File: src/hdl/pmcs_consts.svh
// Constants for the power management configuration and status block.
`ifndef PMCS_CONSTS_SVH
`define PMCS_CONSTS_SVH

`define PMCS_ADDR_IRQ_EN       8'hEC
`define PMCS_ADDR_CFG_STATUS   8'hF4
`define PMCS_ADDR_BATT_SWITCH  8'hF5
`define PMCS_ADDR_SCRATCH      8'hFB

`define PMCS_BIT_RX_WAKE       7
`define PMCS_BIT_RAIL_SOURCE   6
`define PMCS_BIT_MAIN_READY    5
`define PMCS_BIT_PLL_LOST      4
`define PMCS_BIT_REF_KEEP      3

`define PMCS_POLICY_LOW_MAIN   2'h0
`define PMCS_POLICY_MAIN_DCIN  2'h1
`define PMCS_RXF_GPIO          2'h0
`define PMCS_RXF_UART          2'h1
`define PMCS_RXF_UART_WAKE     2'h3

`define PMCS_EN_RESTORED       7
`define PMCS_EN_SAG            5
`define PMCS_EN_DCIN_ADC       3
`define PMCS_EN_BATT_MON       2
`define PMCS_EN_SWITCHOVER     1
`define PMCS_EN_DCIN_LOW       0
`define PMCS_IRQ_EN_MASK       8'hAF

`define PMCS_SYNC_W            6
`define PMCS_SI_RAIL           0
`define PMCS_SI_READY          1
`define PMCS_SI_PLL            2
`define PMCS_SI_RX             3
`define PMCS_SI_DCIN           4
`define PMCS_SI_MAINLOW        5
`define PMCS_SYNC_RST          6'h0B

`define PMCS_RST_BYTE          8'h00
`define PMCS_RD_UNMAPPED       8'h00

`endif

File: src/hdl/pmcs_pkg.sv
// Types shared by the power management configuration and status block.
`include "pmcs_consts.svh"

package pmcs_pkg;

  typedef struct packed {
    logic       wrEn;
    logic       rdEn;
    logic [7:0] addr;
    logic [7:0] wrData;
  } pmcs_sfr_req_t;

  typedef struct packed {
    logic [`PMCS_SYNC_W-1:0] s1;
    logic [`PMCS_SYNC_W-1:0] s2;
    logic [`PMCS_SYNC_W-1:0] s3;
    logic [`PMCS_SYNC_W-1:0] stable;
  } pmcs_sync_state_t;

  typedef struct packed {
    logic [1:0] policy;
    logic       rxWake;
    logic       pllLost;
    logic       refKeep;
    logic [1:0] rxFunc;
    logic [7:0] irqEn;
    logic [7:0] scratch;
    logic [7:0] rdData;
    logic       irq;
    logic       refOn;
    logic       battReq;
    logic       rxUart;
    logic       rxWakeEn;
    logic       swFlagSet;
    logic       dcinFlagSet;
    logic       railPrev;
    logic       pllPrev;
    logic       rxPrev;
    logic       dcinPrev;
  } pmcs_state_t;

endpackage

File: src/hdl/pmcs_sync.sv
// Three-stage input synchroniser that accepts a change once stages two and three agree.
`timescale 1ns/1ps
`include "pmcs_consts.svh"

module pmcs_sync (
  input  wire logic                    clk,     // Core clock.
  input  wire logic                    rst,     // Synchronous reset, active high.
  input  wire logic [`PMCS_SYNC_W-1:0] asyncIn, // Levels from outside the clock domain.
  output logic      [`PMCS_SYNC_W-1:0] syncOut  // Filtered synchronous levels.
);

  pmcs_pkg::pmcs_sync_state_t st_r;
  pmcs_pkg::pmcs_sync_state_t st_nxt;
  logic [`PMCS_SYNC_W-1:0]    agreed;

  // Stage one feeds only stage two; the agreement test looks at stages two and three.
  genvar gi;
  generate
    for (gi = 0; gi < `PMCS_SYNC_W; gi = gi + 1)
    begin : g_bit
      assign agreed[gi] = (st_r.s2[gi] == st_r.s3[gi]) ? st_r.s3[gi] : st_r.stable[gi];
    end
  endgenerate

  always_comb
  begin
    st_nxt        = st_r;
    st_nxt.s1     = asyncIn;
    st_nxt.s2     = st_r.s1;
    st_nxt.s3     = st_r.s2;
    st_nxt.stable = agreed;
  end

  always_ff @(posedge clk)
  begin
    if (rst)
    begin
      st_r.s1     <= `PMCS_SYNC_RST;
      st_r.s2     <= `PMCS_SYNC_RST;
      st_r.s3     <= `PMCS_SYNC_RST;
      st_r.stable <= `PMCS_SYNC_RST;
    end
    else
    begin
      st_r <= st_nxt;
    end
  end

  assign syncOut = st_r.stable;

endmodule // pmcs_sync

File: src/hdl/pmcs_top.sv
// Power management configuration, status and sleep-mode interrupt gating.
`timescale 1ns/1ps
`include "pmcs_consts.svh"

module pmcs_top (
  input  wire logic                    clk,             // Core clock, 100 MHz.
  input  wire logic                    rst,             // Synchronous reset, active high.
  input  wire pmcs_pkg::pmcs_sfr_req_t sfrReq,          // Register access request.
  output logic                  [7:0]  sfrRdData,       // Read data, one cycle after rdEn.
  input  wire logic                    pllFaultAck,     // Pulse: PLL acknowledge written.
  input  wire logic                    deepSleep,       // Deepest sleep mode is active.
  input  wire logic             [7:0]  psmFlags,        // Power management flag register.
  input  wire logic                    railOnMainPin,   // Analog: rail fed by main supply.
  input  wire logic                    mainReadyPin,    // Analog: main supply ready.
  input  wire logic                    pllUnlockedPin,  // Analog: PLL out of lock.
  input  wire logic                    rxPin,           // Serial receive pin level.
  input  wire logic                    dcinBelowPin,    // Analog: DC input under 1.2 V.
  input  wire logic                    mainLowPin,      // Analog: main supply low.
  output logic                         psmIrq,          // Sleep-mode interrupt request.
  output logic                         refPowerOn,      // Voltage reference powered.
  output logic                         batterySwitchReq,// Request rail move to battery.
  output logic                         rxPinUart,       // Receive pin used as serial input.
  output logic                         rxWakeEnable,    // Receive edge wake-up armed.
  output logic                         switchoverSet,   // Pulse: set switchover flag.
  output logic                         dcinLowSet       // Pulse: set DC-input low flag.
);

  pmcs_pkg::pmcs_state_t   st_r;
  pmcs_pkg::pmcs_state_t   st_nxt;
  logic [`PMCS_SYNC_W-1:0] syncIn;
  logic                    railOnMain;
  logic                    mainReady;
  logic                    pllUnlocked;
  logic                    rxLevel;
  logic                    dcinBelow;
  logic                    mainLow;
  logic                    wrCfg;
  logic                    rxEdge;

  pmcs_sync pmcs_sync_inst (
    .clk     (clk),
    .rst     (rst),
    .asyncIn ({mainLowPin, dcinBelowPin, rxPin, pllUnlockedPin, mainReadyPin, railOnMainPin}),
    .syncOut (syncIn)
  );

  assign railOnMain  = syncIn[`PMCS_SI_RAIL];
  assign mainReady   = syncIn[`PMCS_SI_READY];
  assign pllUnlocked = syncIn[`PMCS_SI_PLL];
  assign rxLevel     = syncIn[`PMCS_SI_RX];
  assign dcinBelow   = syncIn[`PMCS_SI_DCIN];
  assign mainLow     = syncIn[`PMCS_SI_MAINLOW];
  assign wrCfg       = sfrReq.wrEn && (sfrReq.addr == `PMCS_ADDR_CFG_STATUS);
  assign rxEdge      = rxLevel != st_r.rxPrev;

  always_comb
  begin
    st_nxt             = st_r;
    st_nxt.railPrev    = railOnMain;
    st_nxt.pllPrev     = pllUnlocked;
    st_nxt.rxPrev      = rxLevel;
    st_nxt.dcinPrev    = dcinBelow;

    if (sfrReq.wrEn)
    begin
      case (sfrReq.addr)
        `PMCS_ADDR_IRQ_EN:
          st_nxt.irqEn = sfrReq.wrData & `PMCS_IRQ_EN_MASK;
        `PMCS_ADDR_CFG_STATUS:
        begin
          st_nxt.refKeep = sfrReq.wrData[`PMCS_BIT_REF_KEEP];
          st_nxt.rxFunc  = sfrReq.wrData[1:0];
        end
        // Upper bits are dropped, so a careless write cannot disturb the policy.
        `PMCS_ADDR_BATT_SWITCH:
          st_nxt.policy = sfrReq.wrData[1:0];
        `PMCS_ADDR_SCRATCH:
          st_nxt.scratch = sfrReq.wrData;
        default:
          st_nxt.policy = st_r.policy;
      endcase
    end

    // Writing zero to bit 7 clears the wake record; a wake edge in the same cycle wins.
    if (wrCfg && !sfrReq.wrData[`PMCS_BIT_RX_WAKE])
      st_nxt.rxWake = 1'b0;
    if (deepSleep && (st_r.rxFunc == `PMCS_RXF_UART_WAKE) && rxEdge)
      st_nxt.rxWake = 1'b1;

    if (pllFaultAck)
      st_nxt.pllLost = 1'b0;
    if (pllUnlocked && !st_r.pllPrev)
      st_nxt.pllLost = 1'b1;

    case (st_r.policy)
      `PMCS_POLICY_LOW_MAIN:
        st_nxt.battReq = mainLow;
      `PMCS_POLICY_MAIN_DCIN:
        st_nxt.battReq = mainLow && dcinBelow;
      default:
        st_nxt.battReq = 1'b0;
    endcase

    // Outside the deepest sleep mode the reference always runs.
    st_nxt.refOn       = !deepSleep || st_r.refKeep;
    st_nxt.rxUart      = st_r.rxFunc[0];
    st_nxt.rxWakeEn    = st_r.rxFunc == `PMCS_RXF_UART_WAKE;
    st_nxt.swFlagSet   = st_r.railPrev && !railOnMain;
    st_nxt.dcinFlagSet = dcinBelow && !st_r.dcinPrev;
    st_nxt.irq         = |(psmFlags & st_r.irqEn & `PMCS_IRQ_EN_MASK);

    st_nxt.rdData = `PMCS_RD_UNMAPPED;
    if (sfrReq.rdEn)
    begin
      case (sfrReq.addr)
        `PMCS_ADDR_IRQ_EN:
          st_nxt.rdData = st_r.irqEn;
        `PMCS_ADDR_CFG_STATUS:
          st_nxt.rdData = {st_r.rxWake, railOnMain, mainReady, st_r.pllLost,
                           st_r.refKeep, 1'b0, st_r.rxFunc};
        `PMCS_ADDR_BATT_SWITCH:
          st_nxt.rdData = {6'h00, st_r.policy};
        `PMCS_ADDR_SCRATCH:
          st_nxt.rdData = st_r.scratch;
        default:
          st_nxt.rdData = `PMCS_RD_UNMAPPED;
      endcase
    end
  end

  // Only power-on reset clears the scratch byte; sleep modes never touch it.
  always_ff @(posedge clk)
  begin
    if (rst)
    begin
      st_r.policy      <= 2'h0;
      st_r.rxWake      <= 1'b0;
      st_r.pllLost     <= 1'b0;
      st_r.refKeep     <= 1'b0;
      st_r.rxFunc      <= 2'h0;
      st_r.irqEn       <= `PMCS_RST_BYTE;
      st_r.scratch     <= `PMCS_RST_BYTE;
      st_r.rdData      <= `PMCS_RST_BYTE;
      st_r.irq         <= 1'b0;
      st_r.refOn       <= 1'b1;
      st_r.battReq     <= 1'b0;
      st_r.rxUart      <= 1'b0;
      st_r.rxWakeEn    <= 1'b0;
      st_r.swFlagSet   <= 1'b0;
      st_r.dcinFlagSet <= 1'b0;
      st_r.railPrev    <= 1'b1;
      st_r.pllPrev     <= 1'b0;
      st_r.rxPrev      <= 1'b1;
      st_r.dcinPrev    <= 1'b0;
    end
    else
    begin
      st_r <= st_nxt;
    end
  end

  assign sfrRdData        = st_r.rdData;
  assign psmIrq           = st_r.irq;
  assign refPowerOn       = st_r.refOn;
  assign batterySwitchReq = st_r.battReq;
  assign rxPinUart        = st_r.rxUart;
  assign rxWakeEnable     = st_r.rxWakeEn;
  assign switchoverSet    = st_r.swFlagSet;
  assign dcinLowSet       = st_r.dcinFlagSet;

  property p_policy_off;
    @(posedge clk) disable iff (rst)
      st_r.policy[1] |=> !batterySwitchReq;
  endproperty
  a_policy_off: assert property (p_policy_off) else $error("switchover not disabled");

  property p_policy_main;
    @(posedge clk) disable iff (rst)
      (st_r.policy == `PMCS_POLICY_LOW_MAIN) |=> (batterySwitchReq == $past(mainLow));
  endproperty
  a_policy_main: assert property (p_policy_main) else $error("low main policy wrong");

  property p_rx_wake;
    @(posedge clk) disable iff (rst)
      (deepSleep && st_r.rxFunc == `PMCS_RXF_UART_WAKE && rxEdge) |=> st_r.rxWake;
  endproperty
  a_rx_wake: assert property (p_rx_wake) else $error("receive wake not recorded");

  property p_rail_read;
    @(posedge clk) disable iff (rst)
      (sfrReq.rdEn && sfrReq.addr == `PMCS_ADDR_CFG_STATUS)
        |=> (sfrRdData[`PMCS_BIT_RAIL_SOURCE] == $past(railOnMain));
  endproperty
  a_rail_read: assert property (p_rail_read) else $error("rail source misread");

  property p_ready_read;
    @(posedge clk) disable iff (rst)
      (sfrReq.rdEn && sfrReq.addr == `PMCS_ADDR_CFG_STATUS)
        |=> (sfrRdData[`PMCS_BIT_MAIN_READY] == $past(mainReady));
  endproperty
  a_ready_read: assert property (p_ready_read) else $error("supply ready misread");

  property p_pll_hold;
    @(posedge clk) disable iff (rst)
      (st_r.pllLost && !pllFaultAck) |=> st_r.pllLost;
  endproperty
  a_pll_hold: assert property (p_pll_hold) else $error("PLL fault lost before ack");

  property p_pll_set;
    @(posedge clk) disable iff (rst)
      (pllUnlocked && !st_r.pllPrev) |=> st_r.pllLost;
  endproperty
  a_pll_set: assert property (p_pll_set) else $error("PLL fault not set");

  property p_ref;
    @(posedge clk) disable iff (rst)
      (deepSleep && !st_r.refKeep) |=> !refPowerOn;
  endproperty
  a_ref: assert property (p_ref) else $error("reference on in deep sleep");

  property p_rx_func;
    @(posedge clk) disable iff (rst)
      (st_r.rxFunc == `PMCS_RXF_GPIO) |=> (!rxPinUart && !rxWakeEnable);
  endproperty
  a_rx_func: assert property (p_rx_func) else $error("GPIO mode drives receive");

  property p_irq_restored;
    @(posedge clk) disable iff (rst)
      (psmFlags[`PMCS_EN_RESTORED] && st_r.irqEn[`PMCS_EN_RESTORED]) |=> psmIrq;
  endproperty
  a_irq_restored: assert property (p_irq_restored) else $error("restored irq missing");

  property p_irq_sag;
    @(posedge clk) disable iff (rst)
      (psmFlags[`PMCS_EN_SAG] && st_r.irqEn[`PMCS_EN_SAG]) |=> psmIrq;
  endproperty
  a_irq_sag: assert property (p_irq_sag) else $error("sag irq missing");

  property p_irq_adc;
    @(posedge clk) disable iff (rst)
      (psmFlags[`PMCS_EN_DCIN_ADC] && st_r.irqEn[`PMCS_EN_DCIN_ADC]) |=> psmIrq;
  endproperty
  a_irq_adc: assert property (p_irq_adc) else $error("ADC monitor irq missing");

  property p_irq_batt;
    @(posedge clk) disable iff (rst)
      (psmFlags[`PMCS_EN_BATT_MON] && st_r.irqEn[`PMCS_EN_BATT_MON]) |=> psmIrq;
  endproperty
  a_irq_batt: assert property (p_irq_batt) else $error("battery irq missing");

  property p_irq_sw;
    @(posedge clk) disable iff (rst)
      (psmFlags[`PMCS_EN_SWITCHOVER] && st_r.irqEn[`PMCS_EN_SWITCHOVER]) |=> psmIrq;
  endproperty
  a_irq_sw: assert property (p_irq_sw) else $error("switchover irq missing");

  property p_irq_dcin;
    @(posedge clk) disable iff (rst)
      (psmFlags[`PMCS_EN_DCIN_LOW] && st_r.irqEn[`PMCS_EN_DCIN_LOW]) |=> psmIrq;
  endproperty
  a_irq_dcin: assert property (p_irq_dcin) else $error("DC low irq missing");

  property p_scratch;
    @(posedge clk) disable iff (rst)
      (sfrReq.wrEn && sfrReq.addr == `PMCS_ADDR_SCRATCH) ##1
        (sfrReq.rdEn && sfrReq.addr == `PMCS_ADDR_SCRATCH && !sfrReq.wrEn)
        |=> (sfrRdData == $past(sfrReq.wrData, 2));
  endproperty
  a_scratch: assert property (p_scratch) else $error("scratch readback wrong");

  property p_scratch_gap;
    @(posedge clk) disable iff (rst)
      (sfrReq.wrEn && sfrReq.addr == `PMCS_ADDR_SCRATCH) ##1 !sfrReq.wrEn ##1
        (sfrReq.rdEn && sfrReq.addr == `PMCS_ADDR_SCRATCH && !sfrReq.wrEn)
        |=> (sfrRdData == $past(sfrReq.wrData, 3));
  endproperty
  a_scratch_gap: assert property (p_scratch_gap) else $error("scratch lost after gap");

  property p_sw_flag;
    @(posedge clk) disable iff (rst)
      $fell(railOnMain) |=> switchoverSet;
  endproperty
  a_sw_flag: assert property (p_sw_flag) else $error("switchover flag not set");

  property p_dcin_flag;
    @(posedge clk) disable iff (rst)
      $rose(dcinBelow) |=> dcinLowSet;
  endproperty
  a_dcin_flag: assert property (p_dcin_flag) else $error("DC low flag not set");

  property p_irq_none;
    @(posedge clk) disable iff (rst)
      ((psmFlags & st_r.irqEn & `PMCS_IRQ_EN_MASK) == 8'h00) |=> !psmIrq;
  endproperty
  a_irq_none: assert property (p_irq_none) else $error("irq without enabled flag");

  property p_cov_wake;
    @(posedge clk) disable iff (rst) $rose(st_r.rxWake);
  endproperty
  c_cov_wake: cover property (p_cov_wake);

  property p_cov_pll;
    @(posedge clk) disable iff (rst) st_r.pllLost ##1 pllFaultAck ##1 !st_r.pllLost;
  endproperty
  c_cov_pll: cover property (p_cov_pll);

  property p_cov_irq;
    @(posedge clk) disable iff (rst) $rose(psmIrq);
  endproperty
  c_cov_irq: cover property (p_cov_irq);

  property p_cov_batt;
    @(posedge clk) disable iff (rst) $rose(batterySwitchReq);
  endproperty
  c_cov_batt: cover property (p_cov_batt);

endmodule // pmcs_top

File: config.mk
export PLATFORM = sky130hd
export DESIGN_NAME = pmcs_top
export DESIGN_NICKNAME = d
export VERILOG_FILES = /design/src/hdl/pmcs_pkg.sv /design/src/hdl/pmcs_sync.sv /design/src/hdl/pmcs_top.sv
export VERILOG_INCLUDE_DIRS = /design/src /design/src/hdl
export SDC_FILE = /design/constraint.sdc
export NUM_CORES = 1
export LEC_CHECK = 0
export BUFFER_PORTS_ARGS = -buffer_cell sky130_fd_sc_hd__buf_2
export CAP_MARGIN = 40
export CORE_ASPECT_RATIO = 0.75
export CORE_MARGIN = 2
export CORE_UTILIZATION = 53
export DETAILED_ROUTE_END_ITERATION = 12
export PLACE_DENSITY_LB_ADDON = 0.1
export SLEW_MARGIN = 25
export SYNTH_ARGS = -nofsm -noshare
export SYNTH_HDL_FRONTEND = slang
export SYNTH_SLANG_ARGS = --single-unit
File: constraint.sdc
create_clock -name clk -period 1.2 [get_ports clk]
set_input_delay 0.18 -clock clk [delete_from_list [all_inputs] [get_ports clk]]
set_output_delay 0.18 -clock clk [all_outputs]
set_load 0.01 [all_outputs]
Word-level counts from Yosys, hierarchy flattened
Index checks and enable logic that the tools add are counted.
{"block": "word_totals", "reg_bits": 64, "input_bits": 36, "output_inout_bits": 15}
{"block": "op_classes", "muxes": 6, "bitwise_logic": 2, "n_eq_ne": 13, "reduce_logical": 23}
{"operator": "8-bit equality test (second input constant)", "n": 4}
{"operator": "8-bit one-hot mux with 4 select lines", "n": 1}
{"operator": "8-bit bitwise AND", "n": 1}
{"operator": "1-bit logical AND", "n": 8}
{"operator": "2-bit AND reduction", "n": 4}
{"operator": "1-bit equality test", "n": 6}
{"operator": "6-bit OR reduction", "n": 1}
{"operator": "1-bit zero test", "n": 5}
{"operator": "1-bit 2-to-1 mux", "n": 4}
{"operator": "2-bit nonzero test", "n": 2}
{"operator": "2-bit by 1-bit equality test with 1-bit output (second input constant)", "n": 1}
{"operator": "2-bit equality test (second input constant)", "n": 1}
{"operator": "2-bit zero test", "n": 1}
{"operator": "1-bit one-hot mux with 2 select lines", "n": 1}
{"operator": "2-bit OR reduction", "n": 1}
{"operator": "1-bit logical OR", "n": 1}
{"operator": "1-bit inequality test", "n": 1}
{"operator": "1-bit NOT", "n": 1}

Logic depth before layout (Yosys ltp)
Gate-level depths: netlist (run 1).
{"block": "depth", "word_depth": 5, "ltp_mapped": 6}

Modules after synthesis
A second synthesis (run 1) with hierarchy kept.
{"block": "hier_totals", "cells_unflattened": 229, "hier_area_um2": 2342.2}
{"module": "pmcs_top", "area_each_um2": 1587.8, "cells_per_inst": 161, "instances": 1, "seq_area_each_um2": 800.8}
{"module": "pmcs_sync", "area_each_um2": 754.5, "cells_per_inst": 68, "instances": 1, "seq_area_each_um2": 480.5}

Least setup slack after synthesis (run 1)
OpenSTA, ideal clock, no wires.
{"block": "synth_path", "kind": "in2reg", "from": "in sfrReq[9] (netlist bit)", "to": "reg st_r (netlist bit sfrRdData[0])", "t_arrival_ns": 1.017, "slack_ns": 0.060, "cell_stages": 5, "n_path_buf": 1, "cell_sequence": "and4b_1 > and2_1 > buf_6 > a222oi_1 > nor2_1"}
{"block": "synth_via", "elab_chain_cells": 2, "word_cells_on_any_way": 5, "cone_classes": "4 x eq/ne; 1 x mux"}
{"item": "from (decl)", "line_no": "pmcs_top.sv:8", "source": "input wire pmcs_pkg::pmcs_sfr_req_t sfrReq,"}
{"item": "8-bit equality test", "line_no": "pmcs_top.sv:115", "source": "case (sfrReq.addr)"}
{"item": "8-bit one-hot mux with 4 select lines (*)", "line_no": "pmcs_top.sv:115"}
{"item": "to (signal assigned)", "line_no": "pmcs_top.sv:158", "source": "st_r <= st_nxt;"}
{"item": "to (decl)", "line_no": "pmcs_top.sv:28", "source": "pmcs_pkg::pmcs_state_t st_r;"}
Mark *: on every way between the ends. The rest lies on a longest branch, timed or not.
A chain may end at the register's enable or synchronous reset.

Worst setup path after layout (run 1)
{"block": "layout_path", "from": "in sfrReq[9] (netlist bit)", "to": "reg st_r (netlist bit sfrRdData[3])"}
The elaborated chain is that of the path after synthesis.

==> results of run 1 <==
[through the flow]
stage | instance area, um2 | setup WS [ps] | TNS (ps) | total power (uW) | cells
detailed placement | 2620 | -134 | -1840 | 2400 | 329
global placement | 2620 | -117 | -1350 | 2400 | 329
finish | 2870 | 177 | 0 | 4570 | 345
CTS | 2870 | 197 | 0 | 4620 | 345
floorplan | 2310 | 59.7 | 0 | 2290 | 232
global route | 2870 | 118 | 0 | 4730 | 345
[cell usage in the layout, fill, tap and decap left out, types with 5 or more instances in the layout]
cell type | synthesis | final
sky130_fd_sc_hd__dfxtp_1 | 64 | 64
sky130_fd_sc_hd__buf_2 | 5 | 48
sky130_fd_sc_hd__nor2_1 | 20 | 20
sky130_fd_sc_hd__nor2b_1 | 17 | 17
sky130_fd_sc_hd__a21oi_1 | 17 | 17
sky130_fd_sc_hd__nand2_1 | 15 | 15
sky130_fd_sc_hd__nand3_1 | 13 | 13
sky130_fd_sc_hd__buf_4 | 8 | 12
sky130_fd_sc_hd__or2_2 | 11 | 11
sky130_fd_sc_hd__clkbuf_8 | 0 | 10
sky130_fd_sc_hd__mux2i_1 | 8 | 8
sky130_fd_sc_hd__a22oi_1 | 6 | 6
sky130_fd_sc_hd__a22o_1 | 5 | 5
sky130_fd_sc_hd__o21ai_0 | 5 | 5
[worst min-delay path by stage]
stage | cells after the start | end | slack (ps)
finish | 2 | pmcs_sync_inst.st_nxt[13] | 20
global placement | 2 | pmcs_sync_inst.st_nxt[13] | 360
global route | 2 | pmcs_sync_inst.st_nxt[13] | 20
floorplan | 1 | pmcs_sync_inst.st_nxt[12] | 280
detailed placement | 2 | pmcs_sync_inst.st_nxt[15] | 370
CTS | 2 | pmcs_sync_inst.st_nxt[13] | 10
[registers in the layout, summed over array words and instances (netlist names), 6 cells and up]
signal,cells
pmcs_sync_inst.st_nxt,12
pmcs_sync_inst.st_r,6
pmcs_sync_inst.syncOut,6
sfrRdData,8
st_r,24
[power by group through the flow]
stage	combinational, uW	sequential [uW]	clock (uW)
after floorplan	81.1	2210	0
after global placement	189	2210	0
after detailed placement	193	2210	0
after CTS	194	2160	2260
after global routing	210	2160	2360
final	194	2160	2220
[area by class of cell]
type                            instances  area, um2
Sequential cell                        64       1280
Fill cell                             350       1240
Multi-Input combinational cell        147        896
Timing Repair Buffer                   62        370
Clock buffer                           11        141
Clock inverter                          5        104
Tap cell                               55       68.8
Inverter                                1       3.75
[layer usage]
metal | GRT usage [%] | routed length (um)
met2 | 30.4 | 2060
met5 | 0 | 0
met3 | 8.80 | 271
met1 | 25.5 | 2190
met4 | 5.81 | 14
[cells by family (layout without fill, tap and decap cells)]
kind of cell,after synthesis,count (layout),synth area share [%]
XOR/XNOR,1,1,0.380
buffers and inverters,21,79,5.64
multiplexers,8,8,3.47
flip-flops,64,64,55.5
AO/OA/AOI/OAI,44,44,12.6
AND/OR/NAND/NOR,94,94,22.4
[worst max-delay path, delay by kind of cell]
family / cells / cell delay, ps
buffers and inverters: 1 / 120
AO/OA/AOI/OAI: 1 / 130
AND/OR/NAND/NOR: 3 / 850
==> impl_metrics.xml, run 1 <==
<?xml version="1.0" encoding="UTF-8"?>
<metrics>
  <group name="clocking">
    <metric name="post_cts_buffers" unit="">0</metric>
    <metric name="cts-root-to-sink-buffers" unit="">2</metric>
    <metric name="cts-buffers-inserted" unit="">9</metric>
    <metric name="clk-insertion-delay-late" unit="ps">330</metric>
    <metric name="path_clk_slew" unit="ps">70</metric>
    <metric name="h-tree-depth" unit="">3</metric>
    <metric name="clk_sinks" unit="">64</metric>
    <metric name="root_buffer" unit="">sky130_fd_sc_hd__clkbuf_8</metric>
    <metric name="number_of_cells_upsized_or_downsized_after_cts" unit="">0</metric>
    <metric name="postCtsHoldBufs" unit="">0</metric>
    <metric name="tritoncts_clock_tree" unit="">done</metric>
  </group>
  <group name="power">
    <metric name="power.density" unit="nW/um2">1600</metric>
    <metric name="power.internal" unit="uW">3680</metric>
    <metric name="peakVddDrop" unit="uV">1330</metric>
    <metric name="p_clk_share" unit="%">48.5</metric>
    <metric name="switching_share" unit="%">19.4</metric>
    <metric name="pwr-share-seq" unit="%">47.3</metric>
    <metric name="power.static_leakage" unit="uW">0.00126</metric>
    <metric name="power_spent_charging_and_discharging_nets" unit="uW">888</metric>
    <metric name="pwr-share-comb" unit="%">4.2</metric>
  </group>
  <group name="final_layout">
    <metric name="area_growth_syn_to_layout" unit="%">24.2</metric>
    <metric name="diodes" unit="">0</metric>
    <metric name="nets" unit="">321</metric>
    <metric name="final_core_util" unit="%">69.8</metric>
    <metric name="post_route_cells_drive_above_1_share" unit="%">31.7</metric>
  </group>
  <group name="timing">
    <metric name="max_freq" unit="GHz">0.978</metric>
    <metric name="report.final.slew_viol_count" unit="">0</metric>
    <metric name="timing.max_slew.rel_slack" unit="%">74.9</metric>
    <metric name="hold_slack" unit="ps">24.9</metric>
    <metric name="grt_setup_unrepaired" unit="">no</metric>
    <metric name="setup_viol_count_final" unit="">0</metric>
    <metric name="fin_crit" unit="ps">1020</metric>
    <metric name="worst_clock_skew" unit="ps">6.38</metric>
    <metric name="layout_worst_path_cycle_share" unit="%">85.2</metric>
    <metric name="finalHoldViolations" unit="">0</metric>
    <metric name="worst-slew-pin-transition" unit="ps">375</metric>
  </group>
  <group name="detailed_routing">
    <metric name="routed_wl" unit="um">4540</metric>
    <metric name="detailroute.via_count" unit="">1761</metric>
    <metric name="post-route-drc-count" unit="">0</metric>
    <metric name="detail_route.first_pass.iterations" unit="">4</metric>
    <metric name="viasPerCell" unit="">5.10</metric>
    <metric name="post_drt_wl_per_cell" unit="um">13.1</metric>
    <metric name="antenna_left" unit="">0</metric>
    <metric name="drt_first_iter_violations" unit="">93</metric>
  </group>
  <group name="global_routing">
    <metric name="grt_pass1_vias" unit="">1540</metric>
    <metric name="number_of_antenna_violations_at_the_first_check_in_global_routing" unit="">0</metric>
    <metric name="grt_usage" unit="%">19.7</metric>
    <metric name="wire_length_of_the_first_global_routing_pass" unit="um">7010</metric>
    <metric name="grt_overflow" unit="">0</metric>
    <metric name="largest_net_degree_at_the_start_of_global_routing" unit="">26</metric>
  </group>
  <group name="setup_path">
    <metric name="start_kind" unit="">input pin</metric>
    <metric name="cp_max_stage_cell" unit="">sky130_fd_sc_hd__and2_1</metric>
    <metric name="launch_point_of_the_worst_path" unit="">sfrReq[9]</metric>
    <metric name="timing.critical_path.to_type" unit="">register</metric>
    <metric name="worstSetupPathType" unit="">in2reg</metric>
    <metric name="worst_path_cell_trace" unit="">buf_2 &gt; nor3b_2 &gt; and2_1 &gt; a22oi_1 &gt; nor2_1</metric>
    <metric name="r2r_start" unit="">st_r[36]</metric>
    <metric name="rrSetupSlack" unit="ps">190</metric>
    <metric name="crit_path_end" unit="">sfrRdData[3]</metric>
    <metric name="crit_path_largest_cell_delay" unit="ps">400</metric>
    <metric name="worstPathArrival" unit="ps">1290</metric>
    <metric name="worstReg2RegEnd" unit="">sfrRdData[1]</metric>
    <metric name="ff2ff_path_depth" unit="">3</metric>
    <metric name="cp.required" unit="ps">1470</metric>
    <metric name="critPathMaxFanout" unit="">8</metric>
  </group>
  <group name="synth">
    <metric name="yosysUniqueCellTypes" unit="">34</metric>
    <metric name="postSynthNetCount" unit="">268</metric>
    <metric name="ys_async_sr_fraction" unit="%">0</metric>
    <metric name="postSynthRegisterBits" unit="">64</metric>
    <metric name="mean_area_per_synthesized_cell" unit="um2">9.94</metric>
    <metric name="primary_flip_flop_cell_chosen_by_synthesis_mapping" unit="">sky130_fd_sc_hd__dfxtp_1</metric>
    <metric name="yosysSeqAreaShare" unit="%">55.5</metric>
    <metric name="netlist_top_cells_count" unit="">64 x sky130_fd_sc_hd__dfxtp_1, 20 x sky130_fd_sc_hd__nor2_1, 17 x sky130_fd_sc_hd__a21oi_1, 17 x sky130_fd_sc_hd__nor2b_1, 15 x sky130_fd_sc_hd__nand2_1</metric>
    <metric name="most_common_cell_in_the_netlist" unit="">sky130_fd_sc_hd__dfxtp_1</metric>
    <metric name="synth-edff-count" unit="">0</metric>
    <metric name="synth_top_area_share" unit="%">55.5</metric>
    <metric name="leading_area_contributor_after_synthesis" unit="">sky130_fd_sc_hd__dfxtp_1</metric>
    <metric name="post_synth_inst_count" unit="">232</metric>
    <metric name="synth_warnings" unit="">0</metric>
    <metric name="yosys-top-cells-area" unit="">sky130_fd_sc_hd__dfxtp_1 56%, sky130_fd_sc_hd__nor2b_1 4.6%, sky130_fd_sc_hd__a21oi_1 3.7%</metric>
    <metric name="mappedNetlistArea" unit="um2">2310</metric>
  </group>
  <group name="die">
    <metric name="die_h" unit="um">61.1</metric>
    <metric name="floorplan.core_area" unit="um2">4100</metric>
    <metric name="die_w" unit="um">80.2</metric>
    <metric name="io_pins" unit="">51</metric>
    <metric name="floorplan.initialDensity" unit="%">56.2</metric>
    <metric name="fp.dieArea" unit="um2">4900</metric>
    <metric name="rows" unit="">20</metric>
  </group>
  <group name="worst_hold_path">
    <metric name="hp-class" unit="">in2reg</metric>
    <metric name="hold_path.startpoint" unit="">mainReadyPin</metric>
  </group>
  <group name="place">
    <metric name="io_buffer_count" unit="">48</metric>
    <metric name="place.gp.congestion" unit="">0.765</metric>
    <metric name="detailed_place_hpwl" unit="um">3110</metric>
  </group>
  <group name="status">
    <metric name="run_status" unit="">finished, final reports clean</metric>
  </group>
  <group name="flow_run">
    <metric name="max_cap_viol_count" unit="">0</metric>
  </group>
</metrics>
Power figures use the tool's default switching activity.
==> inputs of run 2 (changes only) <==
--- a/config.mk
+++ b/config.mk
@@ -13,6 +13,7 @@
 export CORE_UTILIZATION = 53
 export DETAILED_ROUTE_END_ITERATION = 12
 export PLACE_DENSITY_LB_ADDON = 0.1
+export RECOVER_POWER = 25
 export SLEW_MARGIN = 25
 export SYNTH_ARGS = -nofsm -noshare
 export SYNTH_HDL_FRONTEND = slang
==> run 2 against run 1 <==
Effect of this change: first-iteration DRC count did not move; fmax is essentially flat; total power shrank 0.15%; clock skew about the same; hold slack hardly changed.
==> impl_metrics.xml, run 2 (same netlist as run 1, synthesis figures left out) <==
<?xml version="1.0" encoding="UTF-8"?>
<metrics>
  <group name="status">
    <metric name="run_status" unit="">finished, final reports clean</metric>
  </group>
  <group name="setup_path">
    <metric name="timing.critical_path.depth" unit="">5</metric>
    <metric name="worstReg2RegEnd" unit="">sfrRdData[1]</metric>
    <metric name="cp.required" unit="ps">1470</metric>
    <metric name="crit_path_largest_cell_delay" unit="ps">400</metric>
    <metric name="timing.critical_path.to_type" unit="">register</metric>
    <metric name="number_of_buffers_and_inverters_on_the_critical_path" unit="">1</metric>
    <metric name="worstPathArrival" unit="ps">1290</metric>
    <metric name="ff2ff_path_depth" unit="">3</metric>
    <metric name="rrSetupSlack" unit="ps">190</metric>
    <metric name="launch_point_of_the_worst_path" unit="">sfrReq[9]</metric>
    <metric name="critPathMaxFanout" unit="">8</metric>
    <metric name="start_kind" unit="">input pin</metric>
    <metric name="r2r_start" unit="">st_r[36]</metric>
    <metric name="crit_path_end" unit="">sfrRdData[3]</metric>
    <metric name="worstSetupPathType" unit="">in2reg</metric>
    <metric name="worst_path_cell_trace" unit="">buf_2 &gt; nor3b_2 &gt; and2_1 &gt; a22oi_1 &gt; nor2_1</metric>
    <metric name="cp_max_stage_cell" unit="">sky130_fd_sc_hd__and2_1</metric>
    <metric name="critical-path-top-delay-family" unit="">simple AND/OR/NAND/NOR gates</metric>
  </group>
  <group name="power">
    <metric name="peakVddDrop" unit="uV">1320</metric>
    <metric name="p_clk_share" unit="%">48.5</metric>
    <metric name="switching_share" unit="%">19.4</metric>
    <metric name="pwr-share-comb" unit="%">4.2</metric>
    <metric name="power_spent_charging_and_discharging_nets" unit="uW">884</metric>
    <metric name="power.static_leakage" unit="uW">0.00125</metric>
    <metric name="power.density" unit="nW/um2">1600</metric>
    <metric name="power.internal" unit="uW">3680</metric>
    <metric name="pwr-share-seq" unit="%">47.4</metric>
  </group>
  <group name="die">
    <metric name="floorplan.initialDensity" unit="%">56.2</metric>
    <metric name="rows" unit="">20</metric>
    <metric name="fp.dieArea" unit="um2">4900</metric>
    <metric name="die_h" unit="um">61.1</metric>
    <metric name="die_w" unit="um">80.2</metric>
    <metric name="floorplan.core_area" unit="um2">4100</metric>
    <metric name="io_pins" unit="">51</metric>
  </group>
  <group name="timing">
    <metric name="timing.max_slew.rel_slack" unit="%">60.6</metric>
    <metric name="finalHoldViolations" unit="">0</metric>
    <metric name="worst-slew-pin-transition" unit="ps">591</metric>
    <metric name="layout_worst_path_cycle_share" unit="%">85.2</metric>
    <metric name="report.final.slew_viol_count" unit="">0</metric>
    <metric name="grt_setup_unrepaired" unit="">no</metric>
    <metric name="worst_clock_skew" unit="ps">6.75</metric>
    <metric name="fin_crit" unit="ps">1020</metric>
    <metric name="max_freq" unit="GHz">0.978</metric>
    <metric name="setup_viol_count_final" unit="">0</metric>
    <metric name="layout_setup_ws" unit="ps">177</metric>
  </group>
  <group name="detailed_routing">
    <metric name="dr_wl_met2" unit="um">2040</metric>
    <metric name="top_layer_used" unit="">met4</metric>
    <metric name="detail_route.first_pass.iterations" unit="">4</metric>
    <metric name="detailroute.via_count" unit="">1764</metric>
    <metric name="antenna_left" unit="">0</metric>
    <metric name="viasPerCell" unit="">5.11</metric>
    <metric name="met1Wirelength" unit="um">2150</metric>
    <metric name="post_drt_wl_per_cell" unit="um">13.1</metric>
    <metric name="post-route-drc-count" unit="">0</metric>
    <metric name="drt_first_iter_violations" unit="">93</metric>
    <metric name="met3_length" unit="um">302</metric>
    <metric name="routed_wl" unit="um">4520</metric>
  </group>
  <group name="final_layout">
    <metric name="ff_latch_area" unit="um2">1280</metric>
    <metric name="largest_register_by_flop_count" unit="">st_r</metric>
    <metric name="layout.filler_cells" unit="">353</metric>
    <metric name="largest_register_ffs" unit="">24</metric>
    <metric name="layout_commonest_cell" unit="">sky130_fd_sc_hd__dfxtp_1</metric>
    <metric name="final_core_util" unit="%">69.6</metric>
    <metric name="nets" unit="">321</metric>
    <metric name="multiInputGateArea" unit="um2">896</metric>
    <metric name="layout_common_cells" unit="">64 x sky130_fd_sc_hd__dfxtp_1, 47 x sky130_fd_sc_hd__buf_2, 20 x sky130_fd_sc_hd__nor2_1</metric>
    <metric name="diodes" unit="">0</metric>
    <metric name="post_route_cells_drive_above_1_share" unit="%">30.7</metric>
    <metric name="area_growth_syn_to_layout" unit="%">23.8</metric>
  </group>
  <group name="clocking">
    <metric name="path_clk_slew" unit="ps">70</metric>
    <metric name="post_cts_buffers" unit="">0</metric>
    <metric name="cts-buffers-inserted" unit="">9</metric>
    <metric name="clk_sinks" unit="">64</metric>
    <metric name="number_of_cells_upsized_or_downsized_after_cts" unit="">0</metric>
    <metric name="postCtsHoldBufs" unit="">0</metric>
    <metric name="h-tree-depth" unit="">3</metric>
    <metric name="clk-insertion-delay-late" unit="ps">330</metric>
    <metric name="root_buffer" unit="">sky130_fd_sc_hd__clkbuf_8</metric>
    <metric name="cts-root-to-sink-buffers" unit="">2</metric>
    <metric name="tritoncts_clock_tree" unit="">done</metric>
  </group>
  <group name="place">
    <metric name="place.gp.congestion" unit="">0.765</metric>
    <metric name="io_buffer_count" unit="">48</metric>
    <metric name="place_worst_setup_slack" unit="ps">-134</metric>
    <metric name="detailed_place_hpwl" unit="um">3110</metric>
  </group>
  <group name="worst_hold_path">
    <metric name="hp-class" unit="">in2reg</metric>
    <metric name="hold_path_depth" unit="">2</metric>
  </group>
  <group name="flow_run">
    <metric name="max_cap_viol_count" unit="">0</metric>
  </group>
  <group name="global_routing">
    <metric name="number_of_antenna_violations_at_the_first_check_in_global_routing" unit="">0</metric>
    <metric name="grt_overflow" unit="">0</metric>
    <metric name="wire_length_of_the_first_global_routing_pass" unit="um">7010</metric>
    <metric name="grt_pass1_vias" unit="">1540</metric>
    <metric name="grt_usage" unit="%">19.7</metric>
    <metric name="largest_net_degree_at_the_start_of_global_routing" unit="">26</metric>
  </group>
</metrics>
[run 2: worst min path at each step]
stage | startpoint | endpoint | slack [ps]
3_3_place_gp | mainReadyPin | pmcs_sync_inst.st_nxt[13] | 360
3_5_place_dp | rxPin | pmcs_sync_inst.st_nxt[15] | 370
6_report | mainReadyPin | pmcs_sync_inst.st_nxt[13] | 20
4_1_cts | mainReadyPin | pmcs_sync_inst.st_nxt[13] | 10
5_1_grt | mainReadyPin | pmcs_sync_inst.st_nxt[13] | 20
2_1_floorplan | railOnMainPin | pmcs_sync_inst.st_nxt[12] | 280
[run 2: power by group through the flow]
stage	sequential, uW	combinational [uW]	clock [uW]
3_5_place_dp	2210	193	0
4_1_cts	2160	194	2260
6_report	2160	190	2210
3_3_place_gp	2210	189	0
5_1_grt	2160	206	2360
2_1_floorplan	2210	81.1	0
[run 2: metal layers]
metal	vias up	track usage, %
met5	-	0
met4	0	5.81
met3	4	8.80
met2	46	30.4
met1	816	25.5
li1	898	-
[run 2: final cells by class]
cell class | count | area share [%]
tap | 55 | 2.41
clock buffer | 11 | 4.95
inverter | 1 | 0.131
timing repair buffer | 62 | 12.7
multi-input combinational | 147 | 31.4
sequential | 64 | 44.9
clock inverter | 5 | 3.64
[run 2: metrics by stage]
stage | cells | hold slack (ps) | setup TNS [ps] | total power (uW) | cell area, um2
floorplan | 232 | 284 | 0 | 2290 | 2310
global placement | 329 | 363 | -1350 | 2400 | 2620
detailed placement | 329 | 367 | -1840 | 2400 | 2620
CTS | 345 | 11.3 | 0 | 4620 | 2870
global route | 345 | 15.1 | 0 | 4730 | 2860
finish | 345 | 24.7 | 0 | 4570 | 2860
==> inputs of run 3 (changes only) <==
--- a/config.mk
+++ b/config.mk
@@ -6,12 +6,14 @@
 export SDC_FILE = /design/constraint.sdc
 export NUM_CORES = 1
 export LEC_CHECK = 0
-export BUFFER_PORTS_ARGS = -buffer_cell sky130_fd_sc_hd__buf_2
+export BUFFER_PORTS_ARGS = -buffer_cell sky130_fd_sc_hd__buf_4
 export CAP_MARGIN = 40
 export CORE_ASPECT_RATIO = 0.75
 export CORE_MARGIN = 2
 export CORE_UTILIZATION = 53
+export CTS_BUF_LIST = sky130_fd_sc_hd__clkbuf_16
 export DETAILED_ROUTE_END_ITERATION = 12
+export HOLD_SLACK_MARGIN = 0.15
 export PLACE_DENSITY_LB_ADDON = 0.1
 export RECOVER_POWER = 25
 export SLEW_MARGIN = 25
==> run 3 against run 2 <==
Effect of this change: wire length up 14%; sequential cell count unchanged; clock power about the same; sequential power about the same; register-to-register slack worse by 40 ps; critical path type unchanged; critical endpoint is now refPowerOn.
==> impl_metrics.xml, run 3 (same netlist as run 1, synthesis figures left out) <==
<?xml version="1.0" encoding="UTF-8"?>
<metrics>
  <group name="status">
    <metric name="run_status" unit="">finished, final reports clean</metric>
  </group>
  <group name="clocking">
    <metric name="cts-buffers-inserted" unit="">9</metric>
    <metric name="h-tree-depth" unit="">3</metric>
    <metric name="postCtsHoldBufs" unit="">19</metric>
    <metric name="clk_sinks" unit="">64</metric>
    <metric name="tritoncts_clock_tree" unit="">done</metric>
    <metric name="clk-insertion-delay-late" unit="ps">320</metric>
    <metric name="path_clk_slew" unit="ps">50</metric>
    <metric name="number_of_cells_upsized_or_downsized_after_cts" unit="">0</metric>
    <metric name="cts-root-to-sink-buffers" unit="">2</metric>
    <metric name="root_buffer" unit="">sky130_fd_sc_hd__clkbuf_16</metric>
    <metric name="post_cts_buffers" unit="">0</metric>
  </group>
  <group name="detailed_routing">
    <metric name="detailroute.via_count" unit="">1888</metric>
    <metric name="routed_wl" unit="um">5160</metric>
    <metric name="post-route-drc-count" unit="">0</metric>
    <metric name="viasPerCell" unit="">5.19</metric>
    <metric name="post_drt_wl_per_cell" unit="um">14.2</metric>
    <metric name="detail_route.first_pass.iterations" unit="">5</metric>
    <metric name="antenna_left" unit="">0</metric>
    <metric name="drt_first_iter_violations" unit="">107</metric>
  </group>
  <group name="setup_path">
    <metric name="critPathMaxFanout" unit="">2</metric>
    <metric name="critical-path-top-delay-family" unit="">buffers and inverters</metric>
    <metric name="worstSetupPathType" unit="">in2reg</metric>
    <metric name="number_of_buffers_and_inverters_on_the_critical_path" unit="">2</metric>
    <metric name="crit_path_largest_cell_delay" unit="ps">530</metric>
    <metric name="timing.critical_path.to_type" unit="">register</metric>
    <metric name="cp_max_stage_cell" unit="">sky130_fd_sc_hd__dlygate4sd3_1</metric>
    <metric name="worstPathArrival" unit="ps">1250</metric>
    <metric name="worst_path_cell_trace" unit="">dlygate4sd3_1 &gt; buf_4 &gt; or3b_2</metric>
    <metric name="cp.required" unit="ps">1400</metric>
    <metric name="start_kind" unit="">input pin</metric>
  </group>
  <group name="place">
    <metric name="placed_area" unit="um2">2750</metric>
    <metric name="place.gp.congestion" unit="">0.794</metric>
    <metric name="detailed_place_hpwl" unit="um">3250</metric>
    <metric name="place_worst_setup_slack" unit="ps">-119</metric>
    <metric name="io_buffer_count" unit="">48</metric>
  </group>
  <group name="timing">
    <metric name="worst_clock_skew" unit="ps">4.32</metric>
    <metric name="timing.max_slew.rel_slack" unit="%">77.6</metric>
    <metric name="max_freq" unit="GHz">0.945</metric>
    <metric name="timing.setup.tns" unit="ps">0</metric>
    <metric name="fin_crit" unit="ps">1060</metric>
    <metric name="setup_viol_count_final" unit="">0</metric>
    <metric name="finalHoldViolations" unit="">0</metric>
    <metric name="grt_setup_unrepaired" unit="">no</metric>
    <metric name="worst-slew-pin-transition" unit="ps">335</metric>
    <metric name="report.final.slew_viol_count" unit="">0</metric>
    <metric name="layout_worst_path_cycle_share" unit="%">88.1</metric>
    <metric name="layout_setup_ws" unit="ps">142</metric>
  </group>
  <group name="global_routing">
    <metric name="grt_usage" unit="%">22.5</metric>
    <metric name="wire_length_of_the_first_global_routing_pass" unit="um">8090</metric>
    <metric name="number_of_antenna_violations_at_the_first_check_in_global_routing" unit="">0</metric>
    <metric name="largest_net_degree_at_the_start_of_global_routing" unit="">33</metric>
    <metric name="grt_pass1_vias" unit="">1794</metric>
    <metric name="grt_overflow" unit="">0</metric>
  </group>
  <group name="final_layout">
    <metric name="post_route_cells_drive_above_1_share" unit="%">29.1</metric>
    <metric name="layout_common_cells" unit="">64 x sky130_fd_sc_hd__dfxtp_1, 60 x sky130_fd_sc_hd__buf_4, 20 x sky130_fd_sc_hd__nor2_1</metric>
    <metric name="final_design_area_no_fill" unit="um2">3190</metric>
    <metric name="largest_register_ffs" unit="">24</metric>
    <metric name="layout_commonest_cell" unit="">sky130_fd_sc_hd__dfxtp_1</metric>
    <metric name="layout.filler_cells" unit="">290</metric>
    <metric name="multiInputGateArea" unit="um2">896</metric>
    <metric name="diodes" unit="">0</metric>
    <metric name="final_core_util" unit="%">77.8</metric>
    <metric name="area_growth_syn_to_layout" unit="%">38.3</metric>
    <metric name="largest_register_by_flop_count" unit="">st_r</metric>
    <metric name="nets" unit="">341</metric>
    <metric name="ff_latch_area" unit="um2">1280</metric>
  </group>
  <group name="power">
    <metric name="peakVddDrop" unit="uV">1250</metric>
    <metric name="fin_total_pwr" unit="uW">4650</metric>
    <metric name="power.static_leakage" unit="uW">0.00138</metric>
    <metric name="power.density" unit="nW/um2">1460</metric>
  </group>
  <group name="die">
    <metric name="fp.dieArea" unit="um2">4900</metric>
    <metric name="floorplan.core_area" unit="um2">4100</metric>
    <metric name="die_h" unit="um">61.1</metric>
    <metric name="rows" unit="">20</metric>
    <metric name="die_w" unit="um">80.2</metric>
    <metric name="io_pins" unit="">51</metric>
    <metric name="floorplan.initialDensity" unit="%">56.2</metric>
  </group>
  <group name="flow_run">
    <metric name="max_cap_viol_count" unit="">0</metric>
  </group>
  <group name="worst_hold_path">
    <metric name="hp-class" unit="">in2reg</metric>
  </group>
</metrics>
-- run 3: layout make-up --
| cell class | instances | area share, % |
|---|---|---|
| timing repair buffer | 82 | 21.6 |
| sequential | 64 | 40.1 |
| multi-input combinational | 147 | 28.1 |
| clock inverter | 6 | 0.902 |
| clock buffer | 9 | 7.06 |
| tap | 55 | 2.16 |
| inverter | 1 | 0.118 |
-- run 3: final timing paths --
path / startpoint / endpoint / slack [ps] / cells after the start
setup / recovery: deepSleep / refPowerOn / 140 / 3
setup reg to reg: st_r[28] / sfrRdData[1] / 150 / 3
hold / removal: rst / rxPinUart / 150 / 2
hold reg to reg: st_r[0] / dcinLowSet / 380 / 1
-- run 3: worst reg2reg max path: stages (launching register included) --
cell and delay, ps:
sky130_fd_sc_hd__dfxtp_1 340, sky130_fd_sc_hd__a22o_1 230, sky130_fd_sc_hd__a222oi_1 300, sky130_fd_sc_hd__nor2_1 60
-- run 3: metrics by stage --
step / hold WS [ps] / instances
2_1_floorplan: 284 / 232
3_3_place_gp: 364 / 330
3_5_place_dp: 367 / 330
4_1_cts: 154 / 364
5_1_grt: 150 / 364
6_report: 147 / 364
-- run 3: power breakdown --
part | total (uW) | internal [uW] | switching (uW)
clock | 2200 | 1350 | 853
sequential | 2170 | 2160 | 11.3
combinational | 278 | 168 | 110
total | 4650 | 3680 | 975
-- run 3: layer usage --
layer	vias to the layer above	track usage [%]	routed length (um)
li1	941	-	-
met2	68	38.8	2520
met4	0	4.84	19
met5	-	0	0
met1	875	26.6	2260
met3	4	9.97	352
